File: src/pkg/rrgk_defines.svh
// constants for the row repair guard key entry block
`ifndef RRGK_DEFINES_SVH
`define RRGK_DEFINES_SVH

// ----------------
// register byte offsets
// ----------------
`define RRGK_OFF_CTRL        12'h000
`define RRGK_OFF_STATUS      12'h004
`define RRGK_OFF_FUSE        12'h008
`define RRGK_OFF_ROW         12'h00c

// ----------------
// field positions and reset values
// ----------------
`define RRGK_CTRL_LOWDC_BIT  0
`define RRGK_CTRL_SEL_LO     4
`define RRGK_CTRL_RST        32'h0000_0000
`define RRGK_HARD_EN_BIT     13
`define RRGK_SOFT_EN_BIT     5

// ----------------
// mode register select codes {bank group bit 0, bank}
// ----------------
`define RRGK_SEL_MODE_ZERO   3'h0
`define RRGK_SEL_MODE_FOUR   3'h4

// ----------------------------------------------------------------
// guard key address fields, upper field address bits 11 down to 7, low field bits 6 down to 0
// ----------------------------------------------------------------
`define RRGK_KEY_STEP1       5'h19
`define RRGK_KEY_STEP2       5'h0f
`define RRGK_KEY_STEP3       5'h17
`define RRGK_KEY_STEP4       5'h07
`define RRGK_KEY_LOW         7'h7f
`define RRGK_KEY_STEPS       2'h3

`endif

File: src/pkg/rrgk_pkg.sv
// types shared by the row repair guard key entry block
package rrgk_pkg;

    // command bus operation codes
    typedef enum logic [3:0] {
        RRGK_OP_NOP = 4'h0,
        RRGK_OP_MRS = 4'h1,
        RRGK_OP_ACT = 4'h2,
        RRGK_OP_WR  = 4'h3,
        RRGK_OP_WRA = 4'h4,
        RRGK_OP_RD  = 4'h5,
        RRGK_OP_PRE = 4'h6,
        RRGK_OP_REF = 4'h7,
        RRGK_OP_ZQ  = 4'h8,
        RRGK_OP_RFU = 4'h9
    } rrgk_op_t;

    // one decoded command from the memory controller
    typedef struct packed {
        logic        valid;
        rrgk_op_t    op;
        logic [1:0]  bank_group_select;
        logic [1:0]  bank_select;
        logic [17:0] addr;
    } rrgk_cmd_t;

    // repair entry states, gray along idle-key-armed-row-program
    typedef enum logic [2:0] {
        RRGK_ST_IDLE    = 3'b000,
        RRGK_ST_KEY     = 3'b001,
        RRGK_ST_ARMED   = 3'b011,
        RRGK_ST_ROW     = 3'b010,
        RRGK_ST_PROGRAM = 3'b110,
        RRGK_ST_ABORT   = 3'b100
    } rrgk_state_t;

    // one repair element write
    typedef struct packed {
        logic        we;
        logic        hard;
        logic [1:0]  bg;
        logic [17:0] row;
    } rrgk_fuse_wr_t;

endpackage

File: src/hdl/rrgk_key_check.sv
// guard key step counter and per-step field compare
`timescale 1ns/1ns
`include "rrgk_defines.svh"
module rrgk_key_check
    import rrgk_pkg::*;
(
    input  wire logic      pclk,     // clock
    input  wire logic      presetn,  // async reset, low
    input  wire logic      run,      // key entry in progress
    input  wire logic      low_dc,   // low seven bits ignored
    input  wire rrgk_cmd_t cmd,      // command this cycle
    output logic           match,    // command is the expected step
    output logic           last      // command completes the key
);

    logic [1:0] step_reg;
    logic [1:0] step_next;
    logic [4:0] want;

    // expected upper field for the current step
    always_comb begin
        unique case (step_reg)
            2'h0: want = `RRGK_KEY_STEP1;
            2'h1: want = `RRGK_KEY_STEP2;
            2'h2: want = `RRGK_KEY_STEP3;
            2'h3: want = `RRGK_KEY_STEP4;
        endcase
    end

    always_comb begin
        match = cmd.valid && (cmd.op == RRGK_OP_MRS)
            && (cmd.bank_group_select == 2'h0)
            && (cmd.bank_select == 2'h0)
            && (cmd.addr[11:7] == want)
            && (low_dc || (cmd.addr[6:0] == `RRGK_KEY_LOW));
        last = match && (step_reg == `RRGK_KEY_STEPS);
    end

    always_comb begin
        step_next = step_reg;
        if (!run) begin
            step_next = 2'h0;
        end else if (cmd.valid) begin
            step_next = match ? step_reg + 2'h1 : 2'h0;
        end
    end

    // step register
    always_ff @(posedge pclk or negedge presetn) begin
        if (!presetn) begin
            step_reg <= 2'h0;
        end else begin
            step_reg <= step_next;
        end
    end

endmodule

File: src/hdl/rrgk_fuse_mem.sv
// repair element store, one element per bank group
`timescale 1ns/1ns
module rrgk_fuse_mem
    import rrgk_pkg::*;
(
    input  wire logic          pclk,      // clock
    input  wire logic          presetn,   // async reset, low
    input  wire rrgk_fuse_wr_t wr,        // element write
    input  wire logic [1:0]    rd_bg,     // readback bank group
    output logic [17:0]        rd_row,    // registered row readback
    output logic [3:0]         hard_used, // hard element used per bg
    output logic [3:0]         soft_used  // soft element used per bg
);

    logic [17:0] row_reg [4];
    logic [17:0] row_next [4];
    logic [3:0]  hard_reg;
    logic [3:0]  hard_next;
    logic [3:0]  soft_reg;
    logic [3:0]  soft_next;
    logic [17:0] rd_reg;

    // element update, hard bits only ever set
    always_comb begin
        hard_next = hard_reg;
        soft_next = soft_reg;
        for (int i = 0; i < 4; i++) begin
            row_next[i] = row_reg[i];
        end
        if (wr.we) begin
            row_next[wr.bg] = wr.row;
            hard_next[wr.bg] = hard_reg[wr.bg] | wr.hard;
            soft_next[wr.bg] = soft_reg[wr.bg] | !wr.hard;
        end
    end

    // storage and registered read
    always_ff @(posedge pclk or negedge presetn) begin
        if (!presetn) begin
            hard_reg <= 4'h0;
            soft_reg <= 4'h0;
            rd_reg   <= 18'h0;
            for (int i = 0; i < 4; i++) begin
                row_reg[i] <= 18'h0;
            end
        end else begin
            hard_reg <= hard_next;
            soft_reg <= soft_next;
            rd_reg   <= row_reg[rd_bg];
            for (int i = 0; i < 4; i++) begin
                row_reg[i] <= row_next[i];
            end
        end
    end

    assign rd_row    = rd_reg;
    assign hard_used = hard_reg;
    assign soft_used = soft_reg;

endmodule

File: src/hdl/rrgk_top.sv
// row repair mode entry, guard key check and repair dispatch
`timescale 1ns/1ns
`include "rrgk_defines.svh"
module rrgk_top
    import rrgk_pkg::*;
(
    input  wire logic        pclk,         // clock, 250 MHz
    input  wire logic        presetn,      // async reset, low
    input  wire logic        psel,         // apb select
    input  wire logic        penable,      // apb enable
    input  wire logic        pwrite,       // apb direction
    input  wire logic [11:0] paddr,        // apb byte address
    input  wire logic [31:0] pwdata,       // apb write data
    output logic [31:0]      prdata,       // apb read data
    output logic             pready,       // apb ready
    output logic             pslverr,      // apb error
    input  wire rrgk_cmd_t   cmd,          // controller command
    output logic             normal_cmd,   // command run as ordinary access
    output logic             key_abort,    // key entry interrupted
    output logic             repair_fire,  // repair element written
    output logic             repair_hard,  // last repair was hard
    output logic [1:0]       repair_bg,    // last repaired bank group
    output logic [17:0]      repair_row,   // last repaired row
    output logic             repair_refuse,// repair refused, bg used or soft in use for hard
    output logic [15:0]      ref_bank_en,  // banks refreshed by a ref
    output logic             ref_unsafe    // ref during plain write repair
);

    // ----------------
    // command decode
    // ----------------

    // mode register write to a given register select
    function automatic logic is_mrs(rrgk_cmd_t c, logic [2:0] sel);
        return c.valid && (c.op == RRGK_OP_MRS)
            && ({c.bank_group_select[0], c.bank_select} == sel);
    endfunction

    logic mr4_wr;
    logic hard_bit;
    logic soft_bit;
    logic is_act;
    logic is_write;
    logic is_ref;

    // decoded strobes for this cycle
    always_comb begin
        mr4_wr   = is_mrs(cmd, `RRGK_SEL_MODE_FOUR);
        hard_bit = cmd.addr[`RRGK_HARD_EN_BIT];
        soft_bit = cmd.addr[`RRGK_SOFT_EN_BIT];
        is_act   = cmd.valid && (cmd.op == RRGK_OP_ACT);
        is_write = cmd.valid
            && ((cmd.op == RRGK_OP_WR) || (cmd.op == RRGK_OP_WRA));
        is_ref   = cmd.valid && (cmd.op == RRGK_OP_REF);
    end

    // ----------------
    // registers and submodules
    // ----------------
    rrgk_state_t   state_reg, state_next;
    logic          hard_reg, hard_next;      // mode bit 13 copy
    logic          soft_reg, soft_next;      // mode bit 5 copy
    logic          wra_reg, wra_next;        // repair used autoprecharge
    logic [1:0]    bg_reg, bg_next;          // open repair bank group
    logic          ba1_reg, ba1_next;        // open repair bank bit 1
    logic [17:0]   row_reg, row_next;        // open repair row
    logic          hrep_reg, hrep_next;      // last repair kind
    logic [1:0]    rbg_reg, rbg_next;        // last repaired bg
    logic [17:0]   rrow_reg, rrow_next;      // last repaired row
    logic          norm_reg, norm_next;
    logic          abort_reg, abort_next;
    logic          fire_reg, fire_next;
    logic          refuse_reg, refuse_next;
    logic          unsafe_reg, unsafe_next;
    logic [15:0]   refen_reg, refen_next;
    logic [31:0]   ctrl_reg, ctrl_next;
    logic          key_match;
    logic          key_last;
    logic [3:0]    hard_used;
    logic [3:0]    soft_used;
    logic [17:0]   fuse_row;
    rrgk_fuse_wr_t fuse_wr;
    logic          repair_ok;
    logic [15:0]   ref_mask;

    // guard key checker, one key for both modes
    rrgk_key_check u_key (
        .pclk    (pclk),
        .presetn (presetn),
        .run     (state_reg == RRGK_ST_KEY),
        .low_dc  (ctrl_reg[`RRGK_CTRL_LOWDC_BIT]),
        .cmd     (cmd),
        .match   (key_match),
        .last    (key_last)
    );

    // repair element store
    rrgk_fuse_mem u_fuse (
        .pclk      (pclk),
        .presetn   (presetn),
        .wr        (fuse_wr),
        .rd_bg     (ctrl_reg[`RRGK_CTRL_SEL_LO +: 2]),
        .rd_row    (fuse_row),
        .hard_used (hard_used),
        .soft_used (soft_used)
    );

    // one element per bank group; hard needs soft cleared
    always_comb begin
        if (hard_reg) begin
            repair_ok = !hard_used[bg_reg] && (soft_used == 4'h0);
        end else begin
            repair_ok = !hard_used[bg_reg] && !soft_used[bg_reg];
        end
    end

    // refresh skips both banks of the repaired pair
    for (genvar b = 0; b < 16; b++) begin : g_ref
        assign ref_mask[b] = !((2'(b / 4) == bg_reg) && (1'(b / 2) == ba1_reg));
    end

    // ----------------
    // repair entry sequencer
    // ----------------
    always_comb begin
        state_next  = state_reg;
        hard_next   = hard_reg;
        soft_next   = soft_reg;
        wra_next    = wra_reg;
        bg_next     = bg_reg;
        ba1_next    = ba1_reg;
        row_next    = row_reg;
        hrep_next   = hrep_reg;
        rbg_next    = rbg_reg;
        rrow_next   = rrow_reg;
        norm_next   = 1'b0;
        abort_next  = 1'b0;
        fire_next   = 1'b0;
        refuse_next = 1'b0;
        unsafe_next = 1'b0;
        refen_next  = 16'h0;
        fuse_wr     = '0;
        if (mr4_wr) begin
            hard_next = hard_bit;
            soft_next = soft_bit;
        end
        unique case (state_reg)
            RRGK_ST_IDLE: begin
                norm_next = cmd.valid;
                if (is_ref) begin
                    refen_next = 16'hffff;
                end
                if (mr4_wr && (hard_bit || soft_bit)) begin
                    state_next = RRGK_ST_KEY;
                end
            end
            RRGK_ST_KEY: begin
                if (mr4_wr && !hard_bit && !soft_bit) begin
                    state_next = RRGK_ST_IDLE;
                    norm_next  = 1'b1;
                end else if (key_last) begin
                    state_next = RRGK_ST_ARMED;
                end else if (cmd.valid && !key_match) begin
                    state_next = RRGK_ST_ABORT;
                    abort_next = 1'b1;
                end
            end
            RRGK_ST_ARMED: begin
                if (mr4_wr && !hard_bit && !soft_bit) begin
                    state_next = RRGK_ST_IDLE;
                end else if (is_act) begin
                    // activate now names the failing row
                    state_next = RRGK_ST_ROW;
                    bg_next    = cmd.bank_group_select;
                    ba1_next   = cmd.bank_select[1];
                    row_next   = cmd.addr;
                end
            end
            RRGK_ST_ROW: begin
                if (mr4_wr && !hard_bit && !soft_bit) begin
                    state_next = RRGK_ST_IDLE;
                end else if (is_write) begin
                    state_next = RRGK_ST_PROGRAM;
                    wra_next   = (cmd.op == RRGK_OP_WRA);
                    if (repair_ok) begin
                        fuse_wr.we   = 1'b1;
                        fuse_wr.hard = hard_reg;
                        fuse_wr.bg   = bg_reg;
                        fuse_wr.row  = row_reg;
                        fire_next    = 1'b1;
                        hrep_next    = hard_reg;
                        rbg_next     = bg_reg;
                        rrow_next    = row_reg;
                    end else begin
                        refuse_next = 1'b1;
                    end
                end
            end
            RRGK_ST_PROGRAM: begin
                if (mr4_wr && !hard_bit && !soft_bit) begin
                    state_next = RRGK_ST_IDLE;
                end else if (is_ref) begin
                    if (wra_reg) begin
                        refen_next = ref_mask;
                    end else begin
                        // no refresh in plain write repair
                        unsafe_next = 1'b1;
                    end
                end
            end
            RRGK_ST_ABORT: begin
                norm_next = cmd.valid;
                if (is_ref) begin
                    refen_next = 16'hffff;
                end
                if (mr4_wr && !hard_bit && !soft_bit) begin
                    state_next = RRGK_ST_IDLE;
                end
            end
            default: begin
                state_next = RRGK_ST_IDLE;
            end
        endcase
    end

    // sequencer registers
    always_ff @(posedge pclk or negedge presetn) begin
        if (!presetn) begin
            state_reg  <= RRGK_ST_IDLE;
            hard_reg   <= 1'b0;
            soft_reg   <= 1'b0;
            wra_reg    <= 1'b0;
            bg_reg     <= 2'h0;
            ba1_reg    <= 1'b0;
            row_reg    <= 18'h0;
            hrep_reg   <= 1'b0;
            rbg_reg    <= 2'h0;
            rrow_reg   <= 18'h0;
            norm_reg   <= 1'b0;
            abort_reg  <= 1'b0;
            fire_reg   <= 1'b0;
            refuse_reg <= 1'b0;
            unsafe_reg <= 1'b0;
            refen_reg  <= 16'h0;
        end else begin
            state_reg  <= state_next;
            hard_reg   <= hard_next;
            soft_reg   <= soft_next;
            wra_reg    <= wra_next;
            bg_reg     <= bg_next;
            ba1_reg    <= ba1_next;
            row_reg    <= row_next;
            hrep_reg   <= hrep_next;
            rbg_reg    <= rbg_next;
            rrow_reg   <= rrow_next;
            norm_reg   <= norm_next;
            abort_reg  <= abort_next;
            fire_reg   <= fire_next;
            refuse_reg <= refuse_next;
            unsafe_reg <= unsafe_next;
            refen_reg  <= refen_next;
        end
    end

    // ----------------
    // apb register slave, one wait state
    // ----------------
    logic        rdy_reg, rdy_next;
    logic        err_reg, err_next;
    logic [31:0] rd_reg, rd_next;
    logic        hit;
    logic [31:0] rvalue;

    // register read mux
    always_comb begin
        hit    = 1'b1;
        rvalue = 32'h0;
        unique case (paddr)
            `RRGK_OFF_CTRL:   rvalue = ctrl_reg;
            `RRGK_OFF_STATUS: rvalue = {24'h0, hrep_reg, soft_reg,
                                        hard_reg, 2'h0, state_reg};
            `RRGK_OFF_FUSE:   rvalue = {24'h0, soft_used, hard_used};
            `RRGK_OFF_ROW:    rvalue = {14'h0, fuse_row};
            default:          hit = 1'b0;
        endcase
    end

    // access phase answered on the second enable cycle
    always_comb begin
        rdy_next  = 1'b0;
        err_next  = 1'b0;
        rd_next   = rd_reg;
        ctrl_next = ctrl_reg;
        if (psel && penable && !rdy_reg) begin
            rdy_next = 1'b1;
            err_next = !hit;
            rd_next  = (pwrite || !hit) ? 32'h0 : rvalue;
            if (pwrite && (paddr == `RRGK_OFF_CTRL)) begin
                ctrl_next = {26'h0, pwdata[5:4], 3'h0, pwdata[0]};
            end
        end
    end

    // bus registers
    always_ff @(posedge pclk or negedge presetn) begin
        if (!presetn) begin
            rdy_reg  <= 1'b0;
            err_reg  <= 1'b0;
            rd_reg   <= 32'h0;
            ctrl_reg <= `RRGK_CTRL_RST;
        end else begin
            rdy_reg  <= rdy_next;
            err_reg  <= err_next;
            rd_reg   <= rd_next;
            ctrl_reg <= ctrl_next;
        end
    end

    // ----------------
    // outputs
    // ----------------
    assign prdata        = rd_reg;
    assign pready        = rdy_reg;
    assign pslverr       = err_reg;
    assign normal_cmd    = norm_reg;
    assign key_abort     = abort_reg;
    assign repair_fire   = fire_reg;
    assign repair_hard   = hrep_reg;
    assign repair_bg     = rbg_reg;
    assign repair_row    = rrow_reg;
    assign repair_refuse = refuse_reg;
    assign ref_bank_en   = refen_reg;
    assign ref_unsafe    = unsafe_reg;

endmodule

File: config.mk
export PLATFORM = sky130hd
export DESIGN_NAME = rrgk_top
export DESIGN_NICKNAME = d
export VERILOG_FILES = /design/src/pkg/rrgk_pkg.sv /design/src/hdl/rrgk_key_check.sv /design/src/hdl/rrgk_fuse_mem.sv /design/src/hdl/rrgk_top.sv
export VERILOG_INCLUDE_DIRS = /design/src /design/src/pkg
export SDC_FILE = /design/constraint.sdc
export NUM_CORES = 1
export LEC_CHECK = 0
export ABC_CLOCK_PERIOD_IN_PS = 2040
export CAP_MARGIN = 15
export CORE_MARGIN = 2
export CORE_UTILIZATION = 30
export DETAILED_ROUTE_END_ITERATION = 12
export DONT_BUFFER_PORTS = 1
export HOLD_SLACK_MARGIN = 0.08
export PLACE_DENSITY = 0.54
export SYNTH_ARGS = -nofsm -noshare
export SYNTH_HDL_FRONTEND = slang
export SYNTH_SLANG_ARGS = --single-unit
File: constraint.sdc
create_clock -name pclk -period 2.04 [get_ports pclk]
set_input_delay 0.51 -clock pclk [delete_from_list [all_inputs] [get_ports pclk]]
set_output_delay 0.51 -clock pclk [all_outputs]
set_load 0.1 [all_outputs]
==> run_results.csv <==
group,metric,value,unit
logic_synthesis,synthArstFlopShare,1.00,
worst_setup_path,cp_max_fo,10,
floorplanning,dieArea,28100,um2
sta,setup_viol,75,
global_routing,grt_max_degree,185,
logic_synthesis,ys_ff_latch,184,
logic_synthesis,synth_edf_count,0,
clocking,cts_buffers,17,
cells_and_area,antennaDiodeCount,0,
floorplanning,rows,59,
cells_and_area,multi_input_comb_area,3150,um2
power_and_ir_drop,p_leak,4.90,nW
sta,whs,-0.215,ns
cells_and_area,drive_gt1_frac,0.418,
global_routing,overflow,0,
global_routing,antenna_found_initial,0,
logic_synthesis,ys_types,59,
sta,fin_crit,2.20,ns
cells_and_area,regArea,4620,um2
sta,finClkSkew,0.0126,ns
clocking,cts.sinks,184,
worst_setup_path,start_kind,"register",
sta,rsz0062_at_grt,"yes",
placed_design,port_buffers,0,
cells_and_area,mostFrequentLayoutCell,"dfrtp_1",
placed_design,hpwl,13600,um
cells_and_area,nFillCells,2474,
cells_and_area,instances_no_fill,1021,
floorplanning,dieWidth,168,um
sta,clock.fmax,454,MHz
clocking,htree_levels,4,
power_and_ir_drop,p_per_area,748,nW/um2
cells_and_area,largest_register_ffs,72,
run,maxCapViolCount,0,
routing,first_pass_iters,4,
run_status,violations,"negative hold slack, negative setup slack",
sta,timing.final.crit_share,1.08,
logic_synthesis,netlist_area,8040,um2
worst_setup_path,cp-end-kind,"register",
cells_and_area,nets,752,
cells_and_area,final_cell_mix,"175 x dfrtp_1, 86 x buf_4, 72 x nand2_1",
global_routing,grt_pass1_wl,31100,um
sta,fin_ws,-0.164,ns
routing,wl,19900,um
logic_synthesis,yosysWarnings,0,
worst_setup_path,crit_required,2.35,ns
routing,ant_nets,0,
worst_setup_path,crit_arrival,2.52,ns
routing,drt_iter0_markers,380,
worst_setup_path,worstSetupPathType,"register to register",
clocking,path_clk_slew,0.07,ns
placed_design,place.gp.congestion,0.853,
routing,via_per_inst,4.86,
clocking,clockBufferDepth,2,
routing,via_count,4957,
power_and_ir_drop,ir_drop,0.000452,V
floorplanning,ios,152,
min_path,hp-class,"primary input to async pin",
logic_synthesis,seq_area_frac_synth,0.573,
cells_and_area,area_growth,22.2,%
sta,slew_headroom,0.342,
clocking,cts_tree,"yes",
sta,hold_viol,184,
sta,tightest_slew,0.987,ns
logic_synthesis,ys.flop_type,"dfrtp_1",
logic_synthesis,syn_inst,587,
global_routing,grt_use_total,0.147,
floorplanning,core-area,26200,um2
routing,avgRoutedWirePerCell,19.5,um
routing,drc_errors,0,
global_routing,grt_pass1_vias,5272,
clocking,clkLatencyLatePin,0.44,ns
sta,finalMaxSlewViolations,0,
run_status,status,"complete, but fails checks",
floorplanning,chipHeight,168,um
placed_design,placed_cells_incl_taps,985,
floorplanning,start_util,0.307,
logic_synthesis,avgSynthCellArea,13.7,um2
clocking,cts-root-buf,"clkbuf_16",
[cell type report]
class,instances,area share
Clock inverter,10,0.0121
Sequential cell,184,0.470
Multi-Input combinational cell,355,0.321
Tap cell,335,0.0427
Timing Repair Buffer,104,0.101
Clock buffer,22,0.0483
Inverter,11,0.00459
[through the flow]
step	cell area (um2)	total power, mW	setup WS (ns)	util	setup TNS [ns]
2_1_floorplan	8120	4.05	-0.166	-	-6.82
3_3_place_gp	9130	4.09	-0.203	0.348	-14.43
3_5_place_dp	9130	4.09	-0.211	0.348	-16.30
4_1_cts	9790	7.42	-0.159	0.373	-8.99
5_1_grt	9820	7.60	-0.223	0.375	-16.26
6_report	9820	7.34	-0.164	0.375	-9.64
[worst max-delay path, cell delays in order (launching register included)]
cell,delay (ns)
dfrtp_1,0.42
nor4_2,0.27
nor2_1,0.09
a2111o_1,0.41
or3_4,0.40
buf_12,0.18
mux2_4,0.30
[cell usage after synthesis (3+ instances only)]
cell | n | share of area
a22o_1 | 12 | 0.013
a22oi_1 | 4 | 0.0037
a31oi_1 | 3 | 0.0023
buf_2 | 4 | 0.0025
buf_4 | 23 | 0.021
buf_6 | 9 | 0.013
clkbuf_1 | 14 | 0.0065
dfrtp_1 | 184 | 0.57
ha_1 | 3 | 0.0047
inv_1 | 11 | 0.0051
mux2_2 | 59 | 0.083
mux2_4 | 45 | 0.084
mux4_2 | 20 | 0.056
nand2_1 | 73 | 0.034
nand2b_1 | 4 | 0.0031
nand3_1 | 6 | 0.0037
nand3b_1 | 3 | 0.0028
nand4_1 | 6 | 0.0047
nor2_1 | 22 | 0.010
nor2b_1 | 4 | 0.0031
nor3_1 | 4 | 0.0025
nor4_1 | 5 | 0.0039
o21ai_0 | 19 | 0.012
o21bai_1 | 9 | 0.0084
or2_1 | 3 | 0.0023
[layer usage]
layer / share of wire / vias to the layer above / wire (um) / global-route usage
met4: 0.022 / 0 / 447 / 0.0510
met1: 0.44 / 2571 / 8660 / 0.187
met5: 0 / - / 0 / 0
met3: 0.044 / 27 / 871 / 0.0381
li1: - / 2237 / - / -
met2: 0.50 / 122 / 9890 / 0.243
[worst paths after layout]
path                                            startpoint                        endpoint  slack [ns]  cells past startpoint
setup / recovery           u_fuse.soft_used[3]$_DFFE_PN0P_  u_fuse.row_reg[59]$_DFFE_PN0P_       -0.16                      6
hold / removal                                     presetn          row_reg[1]$_DFFE_PN0P_       -0.22                      0
setup reg to reg           u_fuse.soft_used[3]$_DFFE_PN0P_  u_fuse.row_reg[59]$_DFFE_PN0P_       -0.16                      6
hold reg to reg                        wra_reg$_DFFE_PN0P_            ref_unsafe$_DFF_PN0_        0.45                      1
max in group asynchronous                          presetn       ref_bank_en[11]$_DFF_PN0_        1.86                      0
min in group pclk                                  cmd[12]         row_reg[12]$_DFFE_PN0P_        0.22                      1
[power breakdown]
| group | switching (mW) | total [mW] | leakage, nW | internal [mW] |
|---|---|---|---|---|
| registers | 0.0131 | 3.68 | 2.55 | 3.67 |
| logic | 0.269 | 0.348 | 2.07 | 0.0795 |
| clock network | 1.41 | 3.31 | 0.283 | 1.91 |
| total | 1.69 | 7.34 | 4.90 | 5.66 |
[cell families (layout without fill, tap and decap cells)]
family,Yosys count,count (layout),share of synthesized area
AND/OR/NAND/NOR,148,148,0.0909
multiplexers,125,125,0.224
AO/OA/AOI/OAI,63,63,0.0568
adder cells (fa/ha/maj),3,3,0.00467
flip-flops,184,184,0.573
other,1,14,0.000466
XOR/XNOR,2,2,0.00218
buffers and inverters,61,147,0.0483
[repair_timing]
item	in CTS	in global routing
buffers inserted	3	1
gates resized for setup	8	6
setup endpoints to repair	96	102
hold endpoints to repair	184	184
pin swaps	3	1
gates cloned	1	0
No activity file was read; power rests on OpenSTA's default activity.
